File: src/design/rcb_pkg.sv
`default_nettype none
package rcb_pkg;
  // Channel register offsets
  localparam logic [7:0] RCB_OFS_SOFT_RESET = 8'h00;
  localparam logic [7:0] RCB_OFS_LOSS_FLAGS = 8'h01;
  localparam logic [7:0] RCB_OFS_LOCK_STATUS = 8'h02;
  localparam logic [7:0] RCB_OFS_MANUAL_BOOST = 8'h03;
  localparam logic [7:0] RCB_OFS_CAP_START0 = 8'h08;
  localparam logic [7:0] RCB_OFS_OVERRIDE = 8'h09;
  localparam logic [7:0] RCB_OFS_DEEMPH = 8'h15;
  localparam logic [7:0] RCB_OFS_DRIVER_CFG = 8'h2d;
  localparam logic [7:0] RCB_OFS_LOW_RATE_EQ = 8'h3a;
  localparam logic [7:0] RCB_OFS_TABLE_BASE = 8'h40;
  localparam logic [7:0] RCB_OFS_TABLE_LAST = 8'h4f;
  localparam logic [7:0] RCB_OFS_BOOST_READBACK = 8'h52;
  localparam logic [7:0] RCB_OFS_TARGET_SELECT = 8'hff;

  // Field positions
  localparam int RCB_BIT_SOFT_RESET = 2;
  localparam int RCB_BIT_LOCK_LOSS = 4;
  localparam int RCB_BIT_SIGNAL_LOSS = 0;
  localparam int RCB_BIT_FAIL_CHECK = 5;
  localparam int RCB_BIT_LOCK = 4;
  localparam int RCB_BIT_CDR_LOCK = 3;
  localparam int RCB_BIT_MANUAL_BOOST_EN = 3;
  localparam int RCB_BIT_DEEMPH_RANGE = 6;
  localparam int RCB_BIT_SEL_CHANNEL = 0;
  localparam int RCB_BIT_SEL_CHAN_REGS = 2;
  localparam logic [7:0] RCB_CAP_START_MASK = 8'h1f;

  // Reset values
  localparam logic [7:0] RCB_RST_BYTE = 8'h00;
  localparam logic [7:0] RCB_RST_DEEMPH = 8'h00;
  localparam logic [7:0] RCB_RST_LOW_RATE_EQ = 8'h00;
  localparam logic [7:0] RCB_RST_TARGET_SELECT = 8'h00;

  // VCO range codes per channel
  localparam logic [1:0] RCB_VCO_DIV4 = 2'h2;
  localparam logic [1:0] RCB_VCO_DIV8 = 2'h3;

  // Default adaptation boost candidates, index 0 to 15
  localparam logic [7:0] RCB_TABLE_DEF [16] = '{8'h00, 8'h40, 8'h80, 8'h50, 8'hc0, 8'h90, 8'h54, 8'ha0,
                                                8'hb0, 8'h95, 8'h69, 8'hd5, 8'h99, 8'ha5, 8'he6, 8'hf9};

  // De-emphasis depth in tenths of a dB, by level code
  localparam logic [6:0] RCB_DEEMPH_FINE [8] = '{7'h00, 7'h09, 7'h14, 7'h1c, 7'h21, 7'h27, 7'h2d, 7'h38};
  localparam logic [6:0] RCB_DEEMPH_COARSE [8] = '{7'h00, 7'h0f, 7'h23, 7'h32, 7'h3c, 7'h4b, 7'h5a, 7'h78};
endpackage : rcb_pkg
`default_nettype wire

File: src/design/rcb_channel_bank.sv
// Behaviour
// De-emphasis comes from level code bits 2:0 and range bit 6 of driver_deemphasis_ctrl.
// Fifteen settings; code zero range clear is 0 dB, deepest is -12 dB.
// Range set, codes 1..7 give -0.9 through -5.6 dB.
// Range clear, codes 1..7 give -1.5 through -12.0 dB.
// In divide-by-4 or divide-by-8 range, low_rate_equalizer_value drives CTLE directly, unadapted.
// Host should raise the low-rate CTLE value for long lossy channels.
// Each channel keeps its own full register set.
// Register channel_target_select selects channel or shared target until rewritten.
// Only one channel_target_select register exists, reachable under any selection.
// Writing one to channel_soft_reset bit 2 resets the selected channel; bit self-clears.
// loss_event_flags read-only; bit 4 lock loss, bit 0 signal loss; zero at reset.
// recovery_lock_status read-only status: bit 5 fail check, bit 4 lock, bit 3 CDR lock.
// manual_equalizer_boost holds four boost stages, applied only while 0x2d bit 3 high.
// Boost actually driven to the equalizer reads back at 0x52.
// cap_start_group_zero bits 4:0 hold cap-DAC start group 0, default zero; 7:5 reserved.
// Host reaches channel registers through management interface transactions.
// Channel soft reset also restores the boost candidate table defaults.
// Reset bit reads zero afterwards; writing zero does nothing.
`timescale 1ns/1ps
`default_nettype none
module rcb_channel_bank (
  // Clock and reset
  input wire logic ref_clk,
  input wire logic srst,
  // Register port from the management interface
  input wire logic [7:0] reg_addr,
  input wire logic [7:0] reg_wdata,
  input wire logic reg_wr,
  input wire logic reg_rd,
  output logic [7:0] reg_rdata,
  output logic reg_rvalid,
  // Analog status, asynchronous, one bit per channel
  input wire logic [1:0] cdr_lock_in,
  input wire logic [1:0] lock_in,
  input wire logic [1:0] lock_fail_in,
  input wire logic [1:0] sig_detect_in,
  // Rate and adaptation inputs, two bits or one byte per channel
  input wire logic [3:0] vco_div_range,
  input wire logic [15:0] adapt_boost_in,
  // Per-channel controls to the analog side
  output logic [15:0] ctle_boost_out,
  output logic [5:0] deemph_level_out,
  output logic [1:0] deemph_range_out,
  output logic [13:0] deemph_tenths_db_out,
  output logic [9:0] cap_start_out,
  output logic [15:0] override_out,
  output logic [15:0] driver_cfg_out
);

  // Register state
  logic [7:0] sel_reg, sel_next;
  logic [7:0] flags_reg [2], flags_next [2];
  logic [7:0] boost_reg [2], boost_next [2];
  logic [7:0] cap_reg [2], cap_next [2];
  logic [7:0] ovr_reg [2], ovr_next [2];
  logic [7:0] dem_reg [2], dem_next [2];
  logic [7:0] drv_reg [2], drv_next [2];
  logic [7:0] low_reg [2], low_next [2];
  logic [7:0] tab_reg [2][16], tab_next [2][16];
  logic [7:0] ctle_reg [2], ctle_next [2];
  logic [6:0] tenths_reg [2], tenths_next [2];
  logic [7:0] rdata_next;
  logic rvalid_next;
  // Synchroniser state: bit order sigdet, cdr lock, lock, fail per channel
  logic [7:0] sync1_reg, sync2_reg, sync3_reg, filt_reg, filt_next;
  logic [7:0] async_in;
  logic chan_sel;
  logic chan_tgt;
  logic soft_rst;

  assign async_in = {lock_fail_in, lock_in, cdr_lock_in, sig_detect_in};
  assign chan_sel = sel_reg[rcb_pkg::RCB_BIT_SEL_CHANNEL];
  assign chan_tgt = sel_reg[rcb_pkg::RCB_BIT_SEL_CHAN_REGS];
  assign soft_rst = reg_wr && chan_tgt && reg_addr == rcb_pkg::RCB_OFS_SOFT_RESET &&
                    reg_wdata[rcb_pkg::RCB_BIT_SOFT_RESET];

  // Status filter: a change counts once stages two and three agree
  always_comb begin
    filt_next = filt_reg;
    for (int b = 0; b < 8; b++) begin
      if (sync2_reg[b] == sync3_reg[b]) filt_next[b] = sync3_reg[b];
    end
  end

  // Next register values for both channels and the select register
  always_comb begin
    sel_next = sel_reg;
    if (reg_wr && reg_addr == rcb_pkg::RCB_OFS_TARGET_SELECT) sel_next = reg_wdata;
    for (int c = 0; c < 2; c++) begin
      flags_next[c] = flags_reg[c];
      boost_next[c] = boost_reg[c];
      cap_next[c] = cap_reg[c];
      ovr_next[c] = ovr_reg[c];
      dem_next[c] = dem_reg[c];
      drv_next[c] = drv_reg[c];
      low_next[c] = low_reg[c];
      for (int i = 0; i < 16; i++) tab_next[c][i] = tab_reg[c][i];
      // Reading the flags clears them
      if (reg_rd && chan_tgt && chan_sel == c[0] && reg_addr == rcb_pkg::RCB_OFS_LOSS_FLAGS)
        flags_next[c] = rcb_pkg::RCB_RST_BYTE;
      // Writes land only in the selected channel's copy
      if (reg_wr && chan_tgt && chan_sel == c[0]) begin
        case (reg_addr)
          rcb_pkg::RCB_OFS_MANUAL_BOOST: boost_next[c] = reg_wdata;
          rcb_pkg::RCB_OFS_CAP_START0: cap_next[c] = reg_wdata & rcb_pkg::RCB_CAP_START_MASK;
          rcb_pkg::RCB_OFS_OVERRIDE: ovr_next[c] = reg_wdata;
          rcb_pkg::RCB_OFS_DEEMPH: dem_next[c] = reg_wdata;
          rcb_pkg::RCB_OFS_DRIVER_CFG: drv_next[c] = reg_wdata;
          rcb_pkg::RCB_OFS_LOW_RATE_EQ: low_next[c] = reg_wdata;
          default: begin
            if (reg_addr >= rcb_pkg::RCB_OFS_TABLE_BASE && reg_addr <= rcb_pkg::RCB_OFS_TABLE_LAST)
              tab_next[c][reg_addr[3:0]] = reg_wdata;
          end
        endcase
      end
      // Loss events set the sticky flags; set wins over the read clear, soft reset wins over set
      if (filt_reg[2 + c] && !filt_next[2 + c]) flags_next[c][rcb_pkg::RCB_BIT_LOCK_LOSS] = 1'b1;
      if (filt_reg[c] && !filt_next[c]) flags_next[c][rcb_pkg::RCB_BIT_SIGNAL_LOSS] = 1'b1;
      // Soft reset returns the whole channel copy to defaults
      if (soft_rst && chan_sel == c[0]) begin
        flags_next[c] = rcb_pkg::RCB_RST_BYTE;
        boost_next[c] = rcb_pkg::RCB_RST_BYTE;
        cap_next[c] = rcb_pkg::RCB_RST_BYTE;
        ovr_next[c] = rcb_pkg::RCB_RST_BYTE;
        dem_next[c] = rcb_pkg::RCB_RST_DEEMPH;
        drv_next[c] = rcb_pkg::RCB_RST_BYTE;
        low_next[c] = rcb_pkg::RCB_RST_LOW_RATE_EQ;
        for (int i = 0; i < 16; i++) tab_next[c][i] = rcb_pkg::RCB_TABLE_DEF[i];
      end
      // Boost source: manual stages, then low-rate fixed value, then adaptation
      if (drv_reg[c][rcb_pkg::RCB_BIT_MANUAL_BOOST_EN]) ctle_next[c] = boost_reg[c];
      else if (vco_div_range[2*c +: 2] == rcb_pkg::RCB_VCO_DIV4 ||
               vco_div_range[2*c +: 2] == rcb_pkg::RCB_VCO_DIV8) ctle_next[c] = low_reg[c];
      else ctle_next[c] = adapt_boost_in[8*c +: 8];
      // De-emphasis decode, range bit picks the fine table
      if (dem_reg[c][rcb_pkg::RCB_BIT_DEEMPH_RANGE])
        tenths_next[c] = rcb_pkg::RCB_DEEMPH_FINE[dem_reg[c][2:0]];
      else
        tenths_next[c] = rcb_pkg::RCB_DEEMPH_COARSE[dem_reg[c][2:0]];
    end
  end

  // Read port answer for the selected target
  always_comb begin
    logic [7:0] st;
    st = 8'h00;
    // Status bits of the selected channel
    st[rcb_pkg::RCB_BIT_FAIL_CHECK] = filt_reg[6 + chan_sel];
    st[rcb_pkg::RCB_BIT_LOCK] = filt_reg[4 + chan_sel];
    st[rcb_pkg::RCB_BIT_CDR_LOCK] = filt_reg[2 + chan_sel];
    rvalid_next = reg_rd;
    rdata_next = 8'h00;
    if (reg_rd && reg_addr == rcb_pkg::RCB_OFS_TARGET_SELECT) rdata_next = sel_reg;
    else if (reg_rd && chan_tgt) begin
      case (reg_addr)
        rcb_pkg::RCB_OFS_SOFT_RESET: rdata_next = 8'h00;
        rcb_pkg::RCB_OFS_LOSS_FLAGS: rdata_next = flags_reg[chan_sel];
        rcb_pkg::RCB_OFS_LOCK_STATUS: rdata_next = st;
        rcb_pkg::RCB_OFS_MANUAL_BOOST: rdata_next = boost_reg[chan_sel];
        rcb_pkg::RCB_OFS_CAP_START0: rdata_next = cap_reg[chan_sel];
        rcb_pkg::RCB_OFS_OVERRIDE: rdata_next = ovr_reg[chan_sel];
        rcb_pkg::RCB_OFS_DEEMPH: rdata_next = dem_reg[chan_sel];
        rcb_pkg::RCB_OFS_DRIVER_CFG: rdata_next = drv_reg[chan_sel];
        rcb_pkg::RCB_OFS_LOW_RATE_EQ: rdata_next = low_reg[chan_sel];
        rcb_pkg::RCB_OFS_BOOST_READBACK: rdata_next = ctle_reg[chan_sel];
        default: begin
          if (reg_addr >= rcb_pkg::RCB_OFS_TABLE_BASE && reg_addr <= rcb_pkg::RCB_OFS_TABLE_LAST)
            rdata_next = tab_reg[chan_sel][reg_addr[3:0]];
        end
      endcase
    end
  end

  // Register everything
  always_ff @(posedge ref_clk) begin
    if (srst) begin
      sel_reg <= rcb_pkg::RCB_RST_TARGET_SELECT;
      sync1_reg <= 8'h00;
      sync2_reg <= 8'h00;
      sync3_reg <= 8'h00;
      filt_reg <= 8'h00;
      reg_rdata <= 8'h00;
      reg_rvalid <= 1'b0;
      for (int c = 0; c < 2; c++) begin
        flags_reg[c] <= rcb_pkg::RCB_RST_BYTE;
        boost_reg[c] <= rcb_pkg::RCB_RST_BYTE;
        cap_reg[c] <= rcb_pkg::RCB_RST_BYTE;
        ovr_reg[c] <= rcb_pkg::RCB_RST_BYTE;
        dem_reg[c] <= rcb_pkg::RCB_RST_DEEMPH;
        drv_reg[c] <= rcb_pkg::RCB_RST_BYTE;
        low_reg[c] <= rcb_pkg::RCB_RST_LOW_RATE_EQ;
        ctle_reg[c] <= rcb_pkg::RCB_RST_BYTE;
        tenths_reg[c] <= 7'h00;
        for (int i = 0; i < 16; i++) tab_reg[c][i] <= rcb_pkg::RCB_TABLE_DEF[i];
      end
    end else begin
      sel_reg <= sel_next;
      // Three-stage synchroniser for the status pins
      sync1_reg <= async_in;
      sync2_reg <= sync1_reg;
      sync3_reg <= sync2_reg;
      filt_reg <= filt_next;
      reg_rdata <= rdata_next;
      reg_rvalid <= rvalid_next;
      // Both channel copies
      for (int c = 0; c < 2; c++) begin
        flags_reg[c] <= flags_next[c];
        boost_reg[c] <= boost_next[c];
        cap_reg[c] <= cap_next[c];
        ovr_reg[c] <= ovr_next[c];
        dem_reg[c] <= dem_next[c];
        drv_reg[c] <= drv_next[c];
        low_reg[c] <= low_next[c];
        ctle_reg[c] <= ctle_next[c];
        tenths_reg[c] <= tenths_next[c];
        for (int i = 0; i < 16; i++) tab_reg[c][i] <= tab_next[c][i];
      end
    end
  end

  // Outputs to the analog side
  assign ctle_boost_out = {ctle_reg[1], ctle_reg[0]};
  assign deemph_level_out = {dem_reg[1][2:0], dem_reg[0][2:0]};
  assign deemph_range_out = {dem_reg[1][rcb_pkg::RCB_BIT_DEEMPH_RANGE], dem_reg[0][rcb_pkg::RCB_BIT_DEEMPH_RANGE]};
  assign deemph_tenths_db_out = {tenths_reg[1], tenths_reg[0]};
  assign cap_start_out = {cap_reg[1][4:0], cap_reg[0][4:0]};
  assign override_out = {ovr_reg[1], ovr_reg[0]};
  assign driver_cfg_out = {drv_reg[1], drv_reg[0]};
endmodule : rcb_channel_bank
`default_nettype wire

File: config.mk
export PLATFORM = sky130hd
export DESIGN_NAME = rcb_channel_bank
export DESIGN_NICKNAME = d
export VERILOG_FILES = /design/src/design/rcb_pkg.sv /design/src/design/rcb_channel_bank.sv
export SDC_FILE = /design/constraint.sdc
export NUM_CORES = 1
export LEC_CHECK = 0
export ABC_AREA = 0
export BUFFER_PORTS_ARGS = -buffer_cell sky130_fd_sc_hd__clkbuf_2
export CAP_MARGIN = 0
export CORE_AREA = 8 8 238 286
export DETAILED_ROUTE_END_ITERATION = 6
export DIE_AREA = 0 0 246 294
export PLACE_DENSITY_LB_ADDON = 0.15
export SKIP_LAST_GASP = 1
export SLEW_MARGIN = 10
export SYNTH_ARGS = -nofsm -noshare
export SYNTH_HDL_FRONTEND = slang
export SYNTH_SLANG_ARGS = --single-unit
export TNS_END_PERCENT = 10
File: constraint.sdc
create_clock -name ref_clk -period 31.2 [get_ports ref_clk]
set_clock_uncertainty 0.2 [all_clocks]
set_input_delay 6.24 -clock ref_clk [delete_from_list [all_inputs] [get_ports ref_clk]]
set_output_delay 6.24 -clock ref_clk [all_outputs]
set_load 0.005 [all_outputs]
After elaboration in Yosys (flattened, before gate mapping). Memories as Yosys holds them, arrays and structs flattened. A register that Yosys moved wholly into a read port is not among the register bits. Cells that the tools add are included.

Add/subtract/negate cells: 3. Magnitude comparators: 9. Equal/unequal tests: 28. Mux-type cells: 164. Bitwise operators: 60. Reduce and logical (&&, ||, !) cells: 34.

Operator list (count): $mux W128 (8); $mux W8 (96); $bwmux W128 (2); $mux W7 (12); $pmux W8 S10 (1); $or A1 B1 Y1 (56); $mux W1 (36); $bmux W8 S4 (1); $demux W8 S4 (1); $logic_and A1 B1 Y1 (20); $eq A8 B2 Y1 const B (2); $eq A8 B4 Y1 const B (2); $eq A8 B6 Y1 const B (2); $mux W3 (4); $ne A3 B3 Y1 const B (4); $reduce_and A2 Y1 (6); $bmux W1 S3 (3); $add A3 B1 Y4 const A (2); $eq A1 B1 Y1 (8); $eq A2 B2 Y1 const B (4); $eq A8 B1 Y1 const B (1); $eq A8 B5 Y1 const B (1); $eq A8 B7 Y1 const B (1); $eq A8 B8 Y1 const B (1); other kinds (16) (24).

Register bits after elaboration: 49. Bits in writable memories: 398. Bits in read-only memories: 224. Input port bits: 48. Output and inout bits: 89. Memories kept: 14.

Memories: tab_reg (depth 2, width 128, rd ports 3, clocked after memory_dff 1, wr ports 2, line rcb_channel_bank.sv:60) `logic [7:0] tab_reg [2][16], tab_next [2][16];`; (name not given) (depth 8, width 7, rd ports 1, clocked after memory_dff 0, wr ports 0, line rcb_channel_bank.sv:140) `tenths_next[c] = rcb_pkg::RCB_DEEMPH_COARSE[dem_reg[c][2:0]];`; (name not given) (depth 8, width 7, rd ports 1, clocked after memory_dff 0, wr ports 0, line rcb_channel_bank.sv:138) `tenths_next[c] = rcb_pkg::RCB_DEEMPH_FINE[dem_reg[c][2:0]];`; (name not given) (depth 8, width 7, rd ports 1, clocked after memory_dff 0, wr ports 0, line rcb_channel_bank.sv:140); (name not given) (depth 8, width 7, rd ports 1, clocked after memory_dff 0, wr ports 0, line rcb_channel_bank.sv:138); boost_reg (depth 2, width 8, rd ports 3, clocked after memory_dff 1, wr ports 2, line rcb_channel_bank.sv:54) `logic [7:0] boost_reg [2], boost_next [2];`; +8 memories.

Longest topological paths before layout. Gate-level depths: netlist of the first run.

Depth in word-level cells: 11. Mapped depth: 10.

Worst setup path before layout of the first run. No wires, ideal clock.

Kind: input port to flip-flop. Start: input port reg_addr[7]. End: memory tab_reg[0][0] in the netlist's numbering, enable pin. Library setup time: 0.792 ns. Arrival: 15.911 ns. Required time: 30.208 ns. Slack: 14.297 ns. Cell stages on the path: 3. Buffers on the path: 1. Path through: clkbuf_1 -> or4b_4 -> o21ai_0.

RTL lines: start, declared (line rcb_channel_bank.sv:27) `input wire logic [7:0] reg_addr,`; end, declared (line rcb_channel_bank.sv:60).

==> results.md, run 1 <==
- Yosys top cell by area: dfxtp_1
- Final wirelength: 69,500 um
- Clk_lat worst skew: 570 ps
- Detail Placement HPWL: 43,300 um
- PnR worst setup slack: 21,210 ps
- CP peak stage delay: 880 ps
- Worst-Margin Slew: 1130 ps
- Vias/cell: 5.33
- Post-synth top cells: 411 x nand2_1, 290 x dfxtp_1, 201 x nor2_1
- Count leader, synth: nand2_1
- # H-tree levels: 2
- Synth top area cells: dfxtp_1 28%, edfxtp_1 20%, mux2i_1 8.8%, nand2_1 7.4%, mux4_2 5.9%
- Worst-path fanout max: 75
- CTS tree: built
- Yosys cell types: 67
- CTS sink cnt: 430
- GR met3 Demand/Resource: 3.00%
- Gate power share: 6.8%
- Period minus WS final: 9990 ps
- Cell-by-cell trace of the critical path: clkbuf_2 -> nor2_1 -> nand3_1 -> nor2_1 -> or2_4 -> buf_4 -> nor2_1
- Total Routing Usage GR: 18.7%
- Register-to-Register Setup Slack: 27,600 ps
- DRC violations left: 0
- Critical Path RT: 31,280 ps
- Most common cell on crit path: nor2_1
- Initial drt markers: 1,260
- HP Class: flip-flop to flip-flop
- Fmax: 100 MHz
- Post-synth EDFFs: 140
- Via count: 16,338
- Final hold vios: 0
- CP Class: input port to flip-flop
- Hold-fix buffers, CTS: 0
- Register area share after synthesis: 48.3%
- Number of post-CTS setup repair buffers: 0
- RSZ-0062 raised after global routing: no
- Switch share: 23.8%
- Net count after synthesis: 2,230
- Worst setup EP type: flip-flop
- CTS max path bufs: 3
- Post-cts resize count: 0
- Post-Syn Area: 20,700 um^2
- Sequential share of power: 48.0%
- Syn avg cell area: 9.53 um^2
- Net load switching power: 0.296 mW
- Syn. warnings: 0
- Reg2reg end: reg_rdata[5]
- Max Slew Vio Count: 0
- Nets: 2,251
- Worst reg2reg path depth: 6
- Average wire per standard cell: 22.7 um
- Busiest layer in global routing: met2
- # IOs: 137
- Final Util: 36.5%
- Global-route wire length before repair: 105,000 um
- Initial Utilization: 32.5%
- DRT Pass-1 Iters: 5
- Clk root buf: clkbuf_16
- Vias in the first global route: 16,322
- Pre-CTS setup slack: 20,630 ps
- Area grow syn2layout: 12.3%
- Clk pwr share: 45.2%
- Hold path startpoint: sync1_reg[4]
- Startpoint types: input port
- Hold path cells: 1
- Num rows: 102
- Die Y: 294 um
- Detail Route Antenna Nets: 0
- Met2 usage in global routing: 31.6%
- P_int: 0.947 mW
- GR Overflow Total: 0
- Largest net degree at the start of global routing: 129
- Max Cap Viol: 0
- Worst-path clk slew: 60 ps
- Initial antenna violation count: 2
- Synth Instances: 2,174
- Die width: 246 um
- Status: finished clean
- Relative slew slack: 24.5%
- P per Cell Area: 53.4 nW/um^2
- Port Buffers: 134
- Flops & latches, synth: 430
- Number of buffers created by CTS: 46
- Fill count: 6,354
- Top cell type's share of synthesized area: 28.0%
- Final setup viols: 0
- Pleak: 8.62 nW
- Final TNS setup: 0 ps
- Async SR Flop Fraction: 0%
- Core Area: 63,700 um^2
- Top_reg_cell synth: dfxtp_1
- Routability cong.: 0.832
- Arrival time at the worst endpoint: 10,070 ps
- Area after DPL: 21,700 um^2
- Maximum vdd drop: 0.0382 mV
- Worst min-delay path endpoint: sync2_reg[4]
- Slowest-stage cell, CP: buf_4
- Period Utilization, post-route: 32.0%
- Design area: 23,300 um^2
- Antenna cells: 0
- Grt met1 use: 23.6%
- Layout cells sized above 1: 16.5%
- Full die area: 72,300 um^2
-- logic make-up after synthesis --
| kind of cell | count (synthesis) | share of synthesized area, % |
|---|---|---|
| compound gates | 359 | 9.80 |
| fa+ha+maj | 8 | 0.483 |
| buf+inv | 205 | 5.19 |
| flops | 430 | 48.3 |
| mux | 263 | 16.1 |
| simple gates | 909 | 20.1 |
-- worst max-delay path, delay by kind of cell --
| kind | cells | cell delay, ps |
|---|---|---|
| buffers and inverters | 2 | 1330 |
| AND/OR/NAND/NOR | 5 | 2270 |
-- worst max-delay path by stage --
stage                     start         endpoint
floorplan           reg_addr[7]    tab_reg[0][0]
global placement    reg_addr[3]  tab_reg[0][120]
finish              reg_addr[3]  tab_reg[0][124]
detailed placement  reg_addr[3]  tab_reg[0][124]
CTS                 reg_addr[3]  tab_reg[0][124]
global route        reg_addr[3]  tab_reg[0][124]
-- metal layers --
metal / wire length (um) / vias to the layer above
met4: 2710 / 2
met3: 4180 / 112
met5: 13 / -
li1: - / 7689
met1: 29000 / 8018
met2: 33500 / 517
-- power by group through the flow --
| stage | Combinational (mW) | Clock [mW] | Sequential, mW |
|---|---|---|---|
| after floorplan | 0.0559 | 0 | 0.609 |
| after CTS | 0.0861 | 0.574 | 0.596 |
| after detailed placement | 0.0860 | 0 | 0.608 |
| final | 0.0850 | 0.561 | 0.596 |
| after global routing | 0.0914 | 0.596 | 0.597 |
| after global placement | 0.0848 | 0 | 0.608 |
-- layout by cell type, fill, tap and decap left out, drive strengths merged, types with 11 or more instances in the layout --
cell / instances
o21ai: 78
mux4: 54
nor2: 214
buf: 39
a21oi: 197
mux2i: 183
nand2b: 11
dfxtp: 290
edfxtp: 140
o22ai: 22
nor3: 21
clkbuf: 203
nand3: 172
nand2: 413
nor2b: 32
mux2: 26
-- stage by stage --
step | power, mW | cells | hold WS [ps]
after floorplan | 0.665 | 2174 | 214
after CTS | 1.26 | 3064 | 244
after global routing | 1.28 | 3064 | 255
after global placement | 0.693 | 2979 | 227
final | 1.24 | 3064 | 238
after detailed placement | 0.694 | 2979 | 232
-- cell type report --
type / count / area (um^2) / area share, %
clock buffers: 71 / 1390 / 5.96
flip-flops and latches: 430 / 10000 / 43.0
well taps: 832 / 1040 / 4.47
repair buffers: 171 / 963 / 4.14
inverters: 7 / 26.3 / 0.113
clock inverters: 14 / 149 / 0.640
multi-input cells: 1539 / 9690 / 41.7
Note: power is estimated with default switching activity, not from simulation.
==> run 2: changes to the inputs <==
clock period = 10.2 ns   (was 31.2 ns; I/O delays follow)
==> run 2 against run 1 <==
Effect of this change:
- final area grew 0.33%
- die area is the same
- wire length shrank 0.50%
- cell count about the same
- power grew to 3.1 times the previous value
- sequential power increased to 3.1 times the previous value
- via count rose by 0.13%
- flip-flop and latch count is the same
- global-route usage about the same
- critical path depth stayed put
- count of clock-buffer cells in the layout down 4
==> results.md, run 2 (synthesis results as in run 1) <==
- Clk root buf: clkbuf_16
- CTS max path bufs: 3
- Worst setup EP type: flip-flop
- Layout cells sized above 1: 16.8%
- Gate power share: 6.7%
- Period Utilization, post-route: 54.5%
- Clk pwr share: 46.0%
- DP Cell Count: 2,979
- Worst-path clk slew: 60 ps
- Die width: 246 um
- Max Slew Vio Count: 0
- CTS sink cnt: 430
- WP buf/inv: 2
- Max Cap Viol: 0
- Detail Route Antenna Nets: 0
- Net load switching power: 0.929 mW
- Number of post-CTS setup repair buffers: 0
- Fmax: 180 MHz
- Top layer in use: met4
- Vias in the first global route: 16,244
- CTS tree: built
- Most common cell on crit path: nor2_1
- Nets: 2,252
- P per Cell Area: 165 nW/um^2
- Arrival time at the worst endpoint: 5640 ps
- Worst-path fanout max: 67
- # IOs: 137
- M1 WL: 28,600 um
- Die Y: 294 um
- Final Util: 36.7%
- Full die area: 72,300 um^2
- Initial Utilization: 32.5%
- Switch share: 24.1%
- Hold-fix buffers, CTS: 0
- # H-tree levels: 2
- Final TNS setup: 0 ps
- Final setup viols: 0
- Via count: 16,359
- Average wire per standard cell: 22.6 um
- Total Routing Usage GR: 18.7%
- Core Area: 63,700 um^2
- Cell-by-cell trace of the critical path: clkbuf_2 -> nor2_1 -> nand3_1 -> nor2_1 -> or2_4 -> buf_4 -> a21oi_1
- Maximum vdd drop: 0.115 mV
- Initial antenna violation count: 1
- RSZ-0062 raised after global routing: no
- Sequential share of power: 47.3%
- CP peak stage delay: 840 ps
- Global-route wire length before repair: 105,000 um
- Family with the most delay on the worst path: simple AND/OR/NAND/NOR gates
- Final wirelength: 69,100 um
- Initial drt markers: 1,221
- Clk_lat worst skew: 590 ps
- Relative slew slack: 24.4%
- Post-cts resize count: 0
- DRT Pass-1 Iters: 5
- Final hold vios: 0
- Pleak: 8.66 nW
- Worst-Margin Slew: 1130 ps
- Met3 WL: 3580 um
- CP Class: input port to flip-flop
- GR Overflow Total: 0
- Status: finished clean
- HP Class: flip-flop to flip-flop
- DRC violations left: 0
- Startpoint types: input port
- Routability cong.: 0.831
- Vias/cell: 5.34
- Largest net degree at the start of global routing: 92
- Period minus WS final: 5560 ps
- Num rows: 102
- Detail Placement HPWL: 42,900 um
- Port Buffers: 134
- WL met2: 34,800 um
- Commonest non-fill, non-tap cell in the layout: nand2_1
- Number of buffers created by CTS: 47
- Area grow syn2layout: 12.7%
- Final non-filler cell total: 3,065
- Critical Path RT: 10,290 ps
- P_int: 2.92 mW
- Commonest cells after routing, fill and taps aside: 411 x nand2_1, 289 x dfxtp_1, 200 x nor2_1
- Slowest-stage cell, CP: buf_4
run 2: worst paths after layout:
path           startpoint              to  slack [ps]  cells past startpoint
max           reg_addr[3]  tab_reg[0][62]        4640                      7
min          sync1_reg[4]    sync2_reg[4]         240                      1
max reg2reg    sel_reg[0]  tab_reg[0][62]        6680                      6
min reg2reg  sync1_reg[4]    sync2_reg[4]         240                      1
run 2: per-stage QoR:
step                      cell area (um^2)  hold slack (ps)  setup WS [ps]  power (mW)
after global placement               21700              218           4150        2.12
after global routing                 23300              263           4380        3.98
after floorplan                      20700              214            955        2.03
after CTS                            23300              242           4700        3.90
after detailed placement             21700              228           4060        2.12
final                                23300              239           4640        3.85
run 2: power by group through the flow:
stage	sequential [mW]	combinational [mW]	clock, mW
6_report	1.82	0.258	1.77
5_1_grt	1.83	0.278	1.88
4_1_cts	1.82	0.261	1.81
3_5_place_dp	1.86	0.261	0
3_3_place_gp	1.86	0.258	0
2_1_floorplan	1.86	0.171	0
run 2: cell type report:
type	instances	area [um^2]
timing repair buffer	171	963
multi-input combinational	1539	9690
clock inverter	18	164
clock buffer	67	1450
tap	832	1040
sequential	430	10000
fill	6368	40300
antenna	1	2.50
inverter	7	26.3
run 2: per-layer routing:
metal	vias up	GRT usage, %
met5	-	0
met4	0	5.88
met3	105	2.52
met2	457	33.2
met1	8097	23.1
li1	7700	-
